File: src/upload_seq_pkg.sv
// Purpose: constants and types shared by the upload sequencer, its checker, tc_source and the bench
// Assumes: 50 MHz clock; telecommand words arrive as 16-bit words, high word first
// Notes:   event codes and service numbers are the block's fixed protocol values
`default_nettype none
package upload_seq_pkg;
    // ----------------------------------------------------------------
    // timing
    // ----------------------------------------------------------------
    localparam longint unsigned CLK_HZ            = 50_000_000;
    localparam longint unsigned BOOT_WINDOW_S     = 60;
    localparam longint unsigned BOOT_WINDOW_CYCLES = BOOT_WINDOW_S * CLK_HZ;

    // ----------------------------------------------------------------
    // events and services
    // ----------------------------------------------------------------
    localparam logic [15:0] EVT_STATE_CHANGE = 16'hA412;
    localparam logic [15:0] EVT_END_INIT     = 16'hA411;
    localparam logic [15:0] EVT_UPLOAD_OK    = 16'hA413;
    localparam logic [15:0] EVT_UPLOAD_FAIL  = 16'hA4F1;
    localparam logic [7:0]  SVC_MEMORY       = 8'h06;
    localparam logic [7:0]  SUB_LOAD         = 8'h02;
    localparam logic [7:0]  SUB_DUMP         = 8'h05;
    localparam logic [7:0]  SVC_PRIVATE      = 8'hD3;
    localparam logic [7:0]  SUB_INIT         = 8'h01;

    // ----------------------------------------------------------------
    // packet layout
    // ----------------------------------------------------------------
    localparam logic [7:0]  LOAD_WORDS     = 8'h70;
    localparam logic [7:0]  LOAD_LAST      = 8'h6F;
    localparam logic [7:0]  ADDR_LOW_IDX   = 8'h01;
    localparam logic [7:0]  ADDR_LAST      = 8'h03;
    localparam logic [7:0]  INIT_LAST      = 8'h09;
    localparam logic [7:0]  INIT_TAG4_IDX  = 8'h08;
    localparam logic [5:0]  DATA_WORDS32   = 6'h36;
    localparam logic [15:0] VALIDATION_TAG = 16'h3B00;
    localparam logic [15:0] UPLOAD_TAG     = 16'h1B00;
    localparam logic [31:0] LOAD_BASE      = 32'h0200_0000;
    localparam logic [31:0] LOAD_STEP      = 32'h0000_0040;

    // ----------------------------------------------------------------
    // storage
    // ----------------------------------------------------------------
    localparam int unsigned RAM_AW     = 22;
    localparam int unsigned FIFO_W     = 32;
    localparam int unsigned FIFO_DEPTH = 8;
    localparam logic [3:0]  FIFO_ROOM  = 4'h6;

    typedef logic [RAM_AW-1:0] ram_addr_t;

    typedef enum logic [3:0] {
        ST_BOOT, ST_MAIN, ST_END_INIT, ST_UPLOAD, ST_FLUSH,
        ST_READ, ST_WAIT, ST_CAP, ST_WRITE, ST_DONE
    } seq_state_t;

    typedef enum logic [2:0] {
        PK_IDLE, PK_INIT, PK_ADDR, PK_DATA, PK_SKIP
    } pkt_phase_t;
endpackage
`default_nettype wire

File: src/upload_sequencer.sv
// Purpose: boot window, init telecommand evaluation and memory-load upload sequencer
// Assumes: packet reception and integrity checks are done upstream on the same clock
// Notes:   buffered image sits in an external RAM; commit copies it word by word to NVM
`timescale 1ns/1ps
`default_nettype none
module upload_sequencer
    import upload_seq_pkg::*;
#(
    parameter logic [31:0] BOOT_CYCLES = 32'(BOOT_WINDOW_CYCLES)
) (
    // clock, reset, enable
    input  wire logic        clk_i,
    input  wire logic        srst_i,
    input  wire logic        ce_i,
    // telecommand header, one pulse per packet
    input  wire logic        hdr_valid_i,
    input  wire logic [7:0]  hdr_service_i,
    input  wire logic [7:0]  hdr_subtype_i,
    input  wire logic [7:0]  hdr_len_i,
    input  wire logic        hdr_ok_i,
    // telecommand data words
    input  wire logic        word_valid_i,
    output logic             word_ready_o,
    input  wire logic [15:0] word_i,
    input  wire logic        word_last_i,
    // acknowledgement and events
    output logic             ack_valid_o,
    output logic             ack_ok_o,
    output logic             evt_valid_o,
    output logic [15:0]      evt_id_o,
    output logic             dump_req_o,
    // program control
    output logic             main_run_o,
    output logic             upload_state_o,
    // buffer RAM
    output logic             ram_we_o,
    output logic             ram_re_o,
    input  wire logic        ram_ready_i,
    output logic [RAM_AW-1:0] ram_addr_o,
    output logic [31:0]      ram_wdata_o,
    input  wire logic [31:0] ram_rdata_i,
    // nonvolatile memory write port
    output logic             nvm_we_o,
    input  wire logic        nvm_ready_i,
    output logic [RAM_AW-1:0] nvm_addr_o,
    output logic [31:0]      nvm_data_o
);
    typedef struct packed {
        seq_state_t  state;
        pkt_phase_t  phase;
        logic [31:0] timer;
        logic [7:0]  idx;
        logic [15:0] hi;
        logic        tag0_ok;
        logic        tag4_ok;
        logic [15:0] cnt_tmp;
        logic        stored_upload;
        logic [15:0] stored_count;
        logic [15:0] load_count;
        logic [15:0] loads_done;
        logic [31:0] expected_addr;
        logic        broken;
        ram_addr_t   wptr;
        ram_addr_t   rptr;
        ram_addr_t   total;
        logic        ram_we;
        logic        ram_re;
        ram_addr_t   ram_addr;
        logic [31:0] ram_wdata;
        logic        nvm_we;
        ram_addr_t   nvm_addr;
        logic [31:0] nvm_data;
        logic        ack_valid;
        logic        ack_ok;
        logic        evt_valid;
        logic [15:0] evt_id;
        logic        dump_req;
        logic        main_run;
        logic        upload;
        logic        word_ready;
    } seq_t;

    seq_t        seq_reg;
    seq_t        seq_next;
    logic        fifo_in_valid;
    logic        fifo_in_ready;
    logic [31:0] fifo_in_data;
    logic        fifo_out_valid;
    logic        fifo_out_ready;
    logic [31:0] fifo_out_data;
    logic [3:0]  fifo_level;
    logic        word_fire;
    logic        hdr_take;
    logic        is_load;

    assign word_fire = word_valid_i && seq_reg.word_ready;
    assign hdr_take  = hdr_valid_i && (seq_reg.phase == PK_IDLE)
                       && (seq_reg.state != ST_MAIN);
    assign is_load   = (hdr_service_i == SVC_MEMORY) && (hdr_subtype_i == SUB_LOAD);

    // ----------------------------------------------------------------
    // payload buffer
    // ----------------------------------------------------------------
    // ready is registered, so it keeps two slots spare for the push in flight
    word_fifo #(
        .W (FIFO_W),
        .D (FIFO_DEPTH)
    ) u_fifo (
        .clk_i       (clk_i),
        .srst_i      (srst_i),
        .ce_i        (ce_i),
        .in_valid_i  (fifo_in_valid),
        .in_ready_o  (fifo_in_ready),
        .in_data_i   (fifo_in_data),
        .out_valid_o (fifo_out_valid),
        .out_ready_i (fifo_out_ready),
        .out_data_o  (fifo_out_data),
        .level_o     (fifo_level)
    );

    assign fifo_in_valid  = word_fire && (seq_reg.phase == PK_DATA) && seq_reg.idx[0];
    assign fifo_in_data   = {seq_reg.hi, word_i};
    assign fifo_out_ready = (!seq_reg.ram_we || ram_ready_i) && (seq_reg.state == ST_UPLOAD
                            || seq_reg.state == ST_FLUSH);

    // ----------------------------------------------------------------
    // sequencer
    // ----------------------------------------------------------------
    always_comb
    begin
        seq_next           = seq_reg;
        seq_next.ack_valid = 1'b0;
        seq_next.evt_valid = 1'b0;
        seq_next.dump_req  = 1'b0;
        seq_next.ram_re    = 1'b0;
        seq_next.word_ready = (fifo_level <= FIFO_ROOM);

        // header handling: boot accepts all, upload filters services
        if (hdr_take)
        begin
            seq_next.idx       = '0;
            seq_next.ack_valid = 1'b1;
            seq_next.ack_ok    = 1'b1;
            seq_next.phase     = PK_SKIP;
            if (seq_reg.state == ST_BOOT)
            begin
                if (hdr_ok_i && hdr_service_i == SVC_PRIVATE && hdr_subtype_i == SUB_INIT)
                begin
                    seq_next.phase = PK_INIT;
                end
            end
            else if (hdr_service_i == SVC_PRIVATE)
            begin
                seq_next.ack_ok = 1'b0;
            end
            else if (is_load)
            begin
                if (hdr_ok_i && hdr_len_i == LOAD_WORDS && seq_reg.state == ST_UPLOAD
                    && seq_reg.loads_done != seq_reg.load_count)
                begin
                    seq_next.phase = PK_ADDR;
                end
                else
                begin
                    seq_next.ack_ok = 1'b0;
                end
            end
            else if (hdr_service_i == SVC_MEMORY && hdr_subtype_i == SUB_DUMP)
            begin
                seq_next.dump_req = 1'b1;
            end
            if (word_last_i && seq_next.phase == PK_SKIP)
            begin
                seq_next.phase = PK_SKIP;
            end
        end

        // word handling
        if (word_fire && seq_reg.phase != PK_IDLE)
        begin
            seq_next.idx = seq_reg.idx + 8'h01;
            unique case (seq_reg.phase)
                PK_INIT:
                begin
                    if (seq_reg.idx == '0)
                    begin
                        seq_next.tag0_ok = (word_i == VALIDATION_TAG);
                    end
                    if (seq_reg.idx == INIT_TAG4_IDX)
                    begin
                        seq_next.tag4_ok = (word_i == UPLOAD_TAG);
                    end
                    if (seq_reg.idx == INIT_LAST && word_last_i)
                    begin
                        seq_next.stored_upload = seq_reg.tag0_ok && seq_reg.tag4_ok;
                        seq_next.stored_count  = word_i;
                    end
                end
                PK_ADDR:
                begin
                    if (seq_reg.idx == '0)
                    begin
                        seq_next.hi = word_i;
                    end
                    if (seq_reg.idx == ADDR_LOW_IDX)
                    begin
                        if ({seq_reg.hi, word_i} == seq_reg.expected_addr)
                        begin
                            seq_next.expected_addr = seq_reg.expected_addr + LOAD_STEP;
                        end
                        else
                        begin
                            seq_next.evt_valid = 1'b1;
                            seq_next.evt_id    = EVT_UPLOAD_FAIL;
                            seq_next.broken    = 1'b1;
                            seq_next.phase     = PK_SKIP;
                        end
                    end
                    if (seq_reg.idx == ADDR_LAST)
                    begin
                        seq_next.phase = PK_DATA;
                    end
                end
                PK_DATA:
                begin
                    if (!seq_reg.idx[0])
                    begin
                        seq_next.hi = word_i;
                    end
                    if (seq_reg.idx == LOAD_LAST)
                    begin
                        seq_next.loads_done = seq_reg.loads_done + 16'h0001;
                        seq_next.phase      = word_last_i ? PK_IDLE : PK_SKIP;
                        if (seq_next.loads_done == seq_reg.load_count && !seq_reg.broken)
                        begin
                            seq_next.state = ST_FLUSH;
                        end
                    end
                end
                default:
                begin
                end
            endcase
            // a packet cut short inside a load breaks the image
            if (word_last_i)
            begin
                if ((seq_reg.phase == PK_ADDR || seq_reg.phase == PK_DATA)
                    && seq_reg.idx != LOAD_LAST && seq_next.phase != PK_SKIP)
                begin
                    seq_next.evt_valid = 1'b1;
                    seq_next.evt_id    = EVT_UPLOAD_FAIL;
                    seq_next.broken    = 1'b1;
                end
                seq_next.phase = PK_IDLE;
            end
        end

        // RAM write port drains the buffer
        if (fifo_out_ready)
        begin
            seq_next.ram_we = fifo_out_valid;
            if (fifo_out_valid)
            begin
                seq_next.ram_addr  = seq_reg.wptr;
                seq_next.ram_wdata = fifo_out_data;
                seq_next.wptr      = seq_reg.wptr + 1'b1;
            end
        end

        unique case (seq_reg.state)
            ST_BOOT:
            begin
                seq_next.timer = seq_reg.timer + 32'h0000_0001;
                if (seq_reg.timer == BOOT_CYCLES - 32'h0000_0001)
                begin
                    seq_next.evt_valid = 1'b1;
                    seq_next.evt_id    = EVT_STATE_CHANGE;
                    seq_next.phase     = PK_IDLE;
                    if (seq_reg.stored_upload)
                    begin
                        seq_next.state      = ST_END_INIT;
                        seq_next.load_count = seq_reg.stored_count;
                    end
                    else
                    begin
                        seq_next.state    = ST_MAIN;
                        seq_next.main_run = 1'b1;
                    end
                end
            end
            ST_MAIN:
            begin
                seq_next.word_ready = 1'b1;
            end
            ST_END_INIT:
            begin
                seq_next.evt_valid     = 1'b1;
                seq_next.evt_id        = EVT_END_INIT;
                seq_next.upload        = 1'b1;
                seq_next.expected_addr = LOAD_BASE;
                seq_next.state         = ST_UPLOAD;
            end
            ST_UPLOAD:
            begin
            end
            ST_FLUSH:
            begin
                if (!fifo_out_valid && !seq_reg.ram_we)
                begin
                    seq_next.total = ram_addr_t'(seq_reg.load_count) * ram_addr_t'(DATA_WORDS32);
                    seq_next.rptr  = '0;
                    seq_next.state = ST_READ;
                end
            end
            ST_READ:
            begin
                seq_next.ram_re   = 1'b1;
                seq_next.ram_addr = seq_reg.rptr;
                seq_next.state    = ST_WAIT;
            end
            ST_WAIT:
            begin
                seq_next.state = ST_CAP;
            end
            ST_CAP:
            begin
                seq_next.nvm_we   = 1'b1;
                seq_next.nvm_addr = seq_reg.rptr;
                seq_next.nvm_data = ram_rdata_i;
                seq_next.state    = ST_WRITE;
            end
            ST_WRITE:
            begin
                if (nvm_ready_i)
                begin
                    seq_next.nvm_we = 1'b0;
                    seq_next.rptr   = seq_reg.rptr + 1'b1;
                    if (seq_reg.rptr == seq_reg.total - 1'b1)
                    begin
                        seq_next.evt_valid = 1'b1;
                        seq_next.evt_id    = EVT_UPLOAD_OK;
                        seq_next.state     = ST_DONE;
                    end
                    else
                    begin
                        seq_next.state = ST_READ;
                    end
                end
            end
            ST_DONE:
            begin
            end
        endcase
        // no exit back to normal running once uploading
        if (seq_reg.upload)
        begin
            seq_next.upload   = 1'b1;
            seq_next.main_run = 1'b0;
        end
    end

    always_ff @(posedge clk_i)
    begin
        if (srst_i)
        begin
            seq_reg       <= '0;
            seq_reg.state <= ST_BOOT;
            seq_reg.phase <= PK_IDLE;
        end
        else if (ce_i)
        begin
            seq_reg <= seq_next;
        end
    end

    // ----------------------------------------------------------------
    // outputs
    // ----------------------------------------------------------------
    assign word_ready_o   = seq_reg.word_ready;
    assign ack_valid_o    = seq_reg.ack_valid;
    assign ack_ok_o       = seq_reg.ack_ok;
    assign evt_valid_o    = seq_reg.evt_valid;
    assign evt_id_o       = seq_reg.evt_id;
    assign dump_req_o     = seq_reg.dump_req;
    assign main_run_o     = seq_reg.main_run;
    assign upload_state_o = seq_reg.upload;
    assign ram_we_o       = seq_reg.ram_we;
    assign ram_re_o       = seq_reg.ram_re;
    assign ram_addr_o     = seq_reg.ram_addr;
    assign ram_wdata_o    = seq_reg.ram_wdata;
    assign nvm_we_o       = seq_reg.nvm_we;
    assign nvm_addr_o     = seq_reg.nvm_addr;
    assign nvm_data_o     = seq_reg.nvm_data;
endmodule
`default_nettype wire

File: src/word_fifo.sv
// Purpose: small flip-flop FIFO between the load parser and the RAM write port
// Assumes: single clock, synchronous reset, clock enable freezes everything
// Notes:   level_o lets the producer throttle itself one cycle ahead
`timescale 1ns/1ps
`default_nettype none
module word_fifo #(
    parameter int unsigned W = 32,
    parameter int unsigned D = 8
) (
    // clock and reset
    input  wire logic                 clk_i,
    input  wire logic                 srst_i,
    input  wire logic                 ce_i,
    // fill side
    input  wire logic                 in_valid_i,
    output logic                      in_ready_o,
    input  wire logic [W-1:0]         in_data_i,
    // drain side
    output logic                      out_valid_o,
    input  wire logic                 out_ready_i,
    output logic [W-1:0]              out_data_o,
    // fill level
    output logic [$clog2(D+1)-1:0]    level_o
);
    localparam int unsigned AW = $clog2(D);
    localparam int unsigned LW = $clog2(D+1);

    typedef struct packed {
        logic [D-1:0][W-1:0] mem;
        logic [AW-1:0]       wr;
        logic [AW-1:0]       rd;
        logic [LW-1:0]       level;
    } fifo_state_t;

    fifo_state_t st_reg;
    fifo_state_t st_next;
    logic        push;
    logic        pop;

    assign in_ready_o  = (st_reg.level != LW'(D));
    assign out_valid_o = (st_reg.level != '0);
    assign out_data_o  = st_reg.mem[st_reg.rd];
    assign level_o     = st_reg.level;
    assign push        = in_valid_i && in_ready_o;
    assign pop         = out_valid_o && out_ready_i;

    always_comb
    begin
        st_next = st_reg;
        if (push)
        begin
            st_next.mem[st_reg.wr] = in_data_i;
            st_next.wr = (st_reg.wr == AW'(D-1)) ? '0 : st_reg.wr + 1'b1;
        end
        if (pop)
        begin
            st_next.rd = (st_reg.rd == AW'(D-1)) ? '0 : st_reg.rd + 1'b1;
        end
        if (push && !pop)
        begin
            st_next.level = st_reg.level + 1'b1;
        end
        else if (pop && !push)
        begin
            st_next.level = st_reg.level - 1'b1;
        end
    end

    always_ff @(posedge clk_i)
    begin
        if (srst_i)
        begin
            st_reg <= '0;
        end
        else if (ce_i)
        begin
            st_reg <= st_next;
        end
    end
endmodule
`default_nettype wire
File: config.mk
export PLATFORM = sky130hd
export DESIGN_NAME = upload_sequencer
export DESIGN_NICKNAME = d
export VERILOG_FILES = /design/src/upload_seq_pkg.sv /design/src/upload_sequencer.sv /design/src/word_fifo.sv
export SDC_FILE = /design/constraint.sdc
export NUM_CORES = 2
export LEC_CHECK = 0
export BUFFER_PORTS_ARGS = -buffer_cell sky130_fd_sc_hd__buf_2
export CAP_MARGIN = 30
export CORE_ASPECT_RATIO = 1.75
export CORE_MARGIN = 1.5
export CORE_UTILIZATION = 42
export CTS_CLUSTER_DIAMETER = 120
export DETAILED_ROUTE_END_ITERATION = 6
export PLACE_DENSITY = 0.62
export SLEW_MARGIN = 20
export SYNTH_ARGS = -nofsm -noshare
export SYNTH_HDL_FRONTEND = slang
export SYNTH_HIERARCHICAL = 1
export SYNTH_SLANG_ARGS = --single-unit
export TNS_END_PERCENT = 50
File: constraint.sdc
create_clock -name clk_i -period 4.4 [get_ports clk_i]
set_clock_uncertainty 0.1 [all_clocks]
set_input_delay 0.22 -clock clk_i [delete_from_list [all_inputs] [get_ports clk_i]]
set_output_delay 0.22 -clock clk_i [all_outputs]
set_load 0.03 [all_outputs]
# Yosys cells after proc, flatten, opt, wreduce, memory -nomap -nowiden
# Cells that the tools add are included.
# word_totals
ff_bits	612
output_inout_bits	134
wordCells	258
input_bits	81
# op_classes
mul	1
magnitude_cmp	4
addsub	11
reduce_logical	74
n_mux	85
eq_ne	41
# op_table
cell	n
bitwise mux 256 bit	1
2-to-1 mux 17 bit	9
2-to-1 mux 32 bit	4
2-to-1 mux 54 bit	2
2-to-1 mux 33 bit	3
binary-select mux 32 bit (select 3 bit)	1
demux 32 bit (select 3 bit)	1
one-hot mux 17 bit (3 select lines)	1
2-to-1 mux 3 bit	16
adder 22 x 1 -> 22 bit, second input constant	2
2-to-1 mux 44 bit	1
one-hot mux 22 bit (2 select lines)	1
2-to-1 mux 35 bit	1
adder 32 x 1 -> 32 bit, second input constant	1
adder 32 x 7 -> 32 bit, second input constant	1
== test 32 bit	1
== test 32 bit, second input constant	1
2-to-1 mux 16 bit	2
one-hot mux 16 bit (2 select lines)	1
2-to-1 mux 4 bit	7
one-hot mux 4 bit (7 select lines)	1
AND reduction 4 bit	7
logical AND 1 bit	26
2-to-1 mux 26 bit	1
53 further kinds	124

# Longest topological paths before layout
# depth
depth_word	26
depth_mapped	14
mapped_depth_nobuf	14

# Cells and area by module
# The synthesis kept the hierarchy.
# modules_own_cells
module	area_each_um2	cells_per_inst	instances	seq_area_each_um2
upload_sequencer	18649.1	2299	1	6806.5
word_fifo	11527.3	1338	1	5325.1

# Least setup slack after synthesis
# No wires, ideal clock.
# synth_path
path_type	register to register
from	reg seq_reg[251] in the netlist's numbering
to	reg seq_reg[154] in the netlist's numbering
setup_ps	122
synth_period_minus_slack_ps	3734
path_slack_ps	666
n_path_buf	0
required_time_ps	4178
stages_incl_launch_ff	15
t_arrival_ps	3513
cell_sequence	dfxtp_1 > ha_1 > inv_1 > fa_1 > fa_1 > inv_1 > ha_1 > o21a_1 > a21oi_1 > o21ai_0 > o41ai_1 > a21oi_1 > a41oi_1 > or4_1 > nand3_1
# synth_via
elab_chain_cells	1
# synth_rtl
item	line_no	rtl
start, declared	upload_sequencer.sv:83	seq_t seq_reg;
start signal, assigned	upload_sequencer.sv:372	seq_reg <= seq_next;
multiplier 16 x 5 -> 21 bit	upload_sequencer.sv:310	seq_next.total = ram_addr_t'(seq_reg.load_count) * ram_addr_t'(DATA_WORDS32);
# No other way between the ends.
# A chain may end at the register's enable or synchronous reset.

# Final worst setup path
# layout_path
from	reg seq_reg[250] in the netlist's numbering
to	reg seq_reg[154] in the netlist's numbering
# The elaborated chain is that of the path after synthesis.

==> impl_metrics.toml <==
[floorplanning]
core-area_um2 = 70860
dieHeight_um = 357.6
io-pin-count = 215
initial_core_util_pct = 42.59
fp.dieW_um = 205.6
die_area_um2 = 73530
num_rows = 129

[sta]
fmax_mhz = 242.7
setup_tns_ns = 0
setup_viol_count_final = 0
hold_slack_ns = 0.08193
worstMarginPinSlew_ns = 0.9529
period_share_pct = 93.63
finalWorstSetupSlack_ns = 0.2802
finalHoldViolCount = 0
relSlewSlack_pct = 36.19
drv_slew = 0
rsz0062_at_grt = "false"
period_needed_ns = 4.120

[finish]
num-fill-cells = 6888
final_cell_mix = "nand2_1 (847), dfxtp_1 (603), a21oi_1 (456)"
largest_reg_flops = 262
final_util_pct = 47.45
nets = 3810
syn_to_final_growth_pct = 11.41
layout-drive-gt1-share_pct = 14.56
final_cell_area_um2 = 33620
final_common_cell = "nand2_1"

[power]
p_leak_nw = 12.25
irDropWorstVdd_mv = 0.3048
power_density_nw_per_um2 = 341.6

[worst_setup_path]
cpLargestDelayFamily = "adder cells"
crit_fanout = 5
critPathMaxStageDelay_ns = 0.52
cp.arrival_ns = 4.57
cp-start-kind = "flop"
path_class = "flop to flop"
setup.worst_path.end_class = "flop"
cp_slowest_cell = "o41ai_1"
path_cells = "ha_1, inv_1, fa_1, fa_1, inv_1, ha_1, o21a_1, a21oi_1, o21ai_0, o41ai_1, a21oi_1, a41oi_1, or4_1, nand3_1"
crit_required_ns = 4.85
cp_num_buf_inv = 2

[routing]
drtAntennaViolNets = 0
drt_pass1_iterations = 6
wl_per_cell_um = 19.55
wl_um = 90180
route.detailed.drc = 0
viasPerCell = 5.512
num_vias = 25430
initialDrtViolationCount = 1944

[yosys]
syn_inst = 3637
yosys.cell_types.count = 94
synth_nets = 3802
synthArstFlopShare_pct = 0
synth_warnings = 6
yosysSeqAreaShare_pct = 40.20
synth-seq-cells = 606
syn-cell-area_um2 = 30180
yosys_most_used_dff = "dfxtp_1"
avgSynthCellArea_um2 = 8.297
synth-edff-count = 0

[clock_network]
cts.clk_slew.worst_paths_ns = 0.07
cts-root-buf = "clkbuf_16"
htreeDepth = 2
cts_tree = "built"
ctsHoldBuffers = 56
cts_setup_buffers = 0
clock_path_buffers = 3
cts_buffers = 57
cts.repair.resized = 0
clkSinkCount = 606
insertion_delay_ns = 0.66

[grt]
grt_pass1_vias = 24020
grt_max_degree = 175
grt_use_total_pct = 23.97
grt_pass1_wl_um = 137300
grt-ovfl-total = 0
antenna_found_initial = 2

[place]
pre_cts_slack_ns = 0.2954
dpl_cell_area_um2 = 30910
place.gp.congestion = 0.9401
port_buffers = 214
dp_hpwl_um = 60960

[worst_hold_path]
hold_class = "input pin to flop"

[job]
cap_viol_max_count = 0

[status]
status = "finished clean"
[power breakdown]
group	total (W)	switching (W)	internal, W
Combinational	0.000328	0.000230	0.0000989
Sequential	0.00550	0.0000141	0.00549
Clock	0.00565	0.00234	0.00331
Total	0.0115	0.00258	0.00890
[worst paths after layout]
path | startpoint | end | slack (ns) | cells past startpoint
setup reg to reg | seq_reg[250] | seq_reg[154] | 0.28 | 14
hold / removal | hdr_len_i[1] | ack_ok_o | 0.08 | 6
setup / recovery | seq_reg[250] | seq_reg[154] | 0.28 | 14
hold reg to reg | evt_id_o[12] | evt_id_o[12] | 0.35 | 1
[metal layers]
layer / part of all wire, % / GRT usage, % / vias up
li1: - / - / 12260
met1: 39 / 26.72 / 12240
met2: 52 / 44.63 / 750
met3: 5.2 / 3.153 / 180
met4: 4.4 / 10.96 / 0
met5: 0 / 0 / -
[metrics by stage]
stage | instances | total power (W)
2_1_floorplan | 3637 | 0.005785
3_3_place_gp | 4445 | 0.005912
3_5_place_dp | 4447 | 0.005914
4_1_cts | 4611 | 0.01160
5_1_grt | 4613 | 0.01183
6_report | 4613 | 0.01148
[tightest hold or removal path, delay by kind of cell]
kind	cells	cell delay (ns)
simple gates	4	0.35
buf+inv	1	0.10
compound gates	1	0.09
[cell usage after synthesis (6+ instances only)]
library cell / instances / area (um2)
a21oi_1: 456 / 2282
o21ai_0: 53 / 265.3
nor3_1: 38 / 190.2
or4_1: 14 / 105.1
buf_4: 134 / 1006
nand3_1: 80 / 400.4
o22ai_1: 6 / 37.54
nand2b_1: 13 / 81.33
nor2b_1: 15 / 93.84
a22oi_1: 23 / 172.7
buf_6: 6 / 67.56
fa_1: 26 / 520.5
mux2i_1: 44 / 440.4
dfxtp_1: 606 / 12130
and4_1: 14 / 122.6
a311oi_1: 6 / 52.55
nand4b_1: 6 / 52.55
nor4b_1: 14 / 122.6
or3_1: 39 / 244.0
nor3_2: 10 / 100.1
buf_1: 10 / 37.54
mux2_2: 33 / 371.6
ha_1: 58 / 725.7
a22o_1: 23 / 201.4
and3_1: 26 / 162.7
clkbuf_1: 166 / 623.1
mux4_2: 64 / 1441
nor2_1: 239 / 897.1
buf_2: 52 / 260.3
clkbuf_2: 20 / 100.1
xnor2_1: 76 / 665.6
nor4_1: 25 / 156.4
o211a_1: 9 / 90.09
and2_1: 7 / 43.79
nand2_1: 848 / 3183
a211oi_1: 13 / 97.59
xor2_1: 88 / 770.7
a31oi_1: 19 / 118.9
inv_1: 103 / 386.6
nor3b_1: 6 / 45.04
a21o_1: 8 / 60.06
nand4_1: 41 / 256.5
[cells by family after synthesis]
family	after synthesis	synth area share, %
AOI/OAI and AO/OA	677	13.10
xor gates and xnor gates	164	4.760
adders and majority gates	84	4.130
buffers and inverters	492	8.235
DFF	606	40.20
muxes	141	7.467
and+or+nand+nor	1473	22.10
[layout make-up]
type | count | area (um2) | area share, %
Multi-Input combinational cell | 2539 | 15620 | 46.45
Sequential cell | 606 | 12140 | 36.11
Timing Repair Buffer | 337 | 2173 | 6.465
Clock buffer | 72 | 1564 | 4.652
Tap cell | 917 | 1147 | 3.413
Clock inverter | 36 | 581.8 | 1.731
Inverter | 104 | 390.4 | 1.161
Antenna cell | 2 | 5.005 | 0.01489
Power figures use the tool's default switching activity.
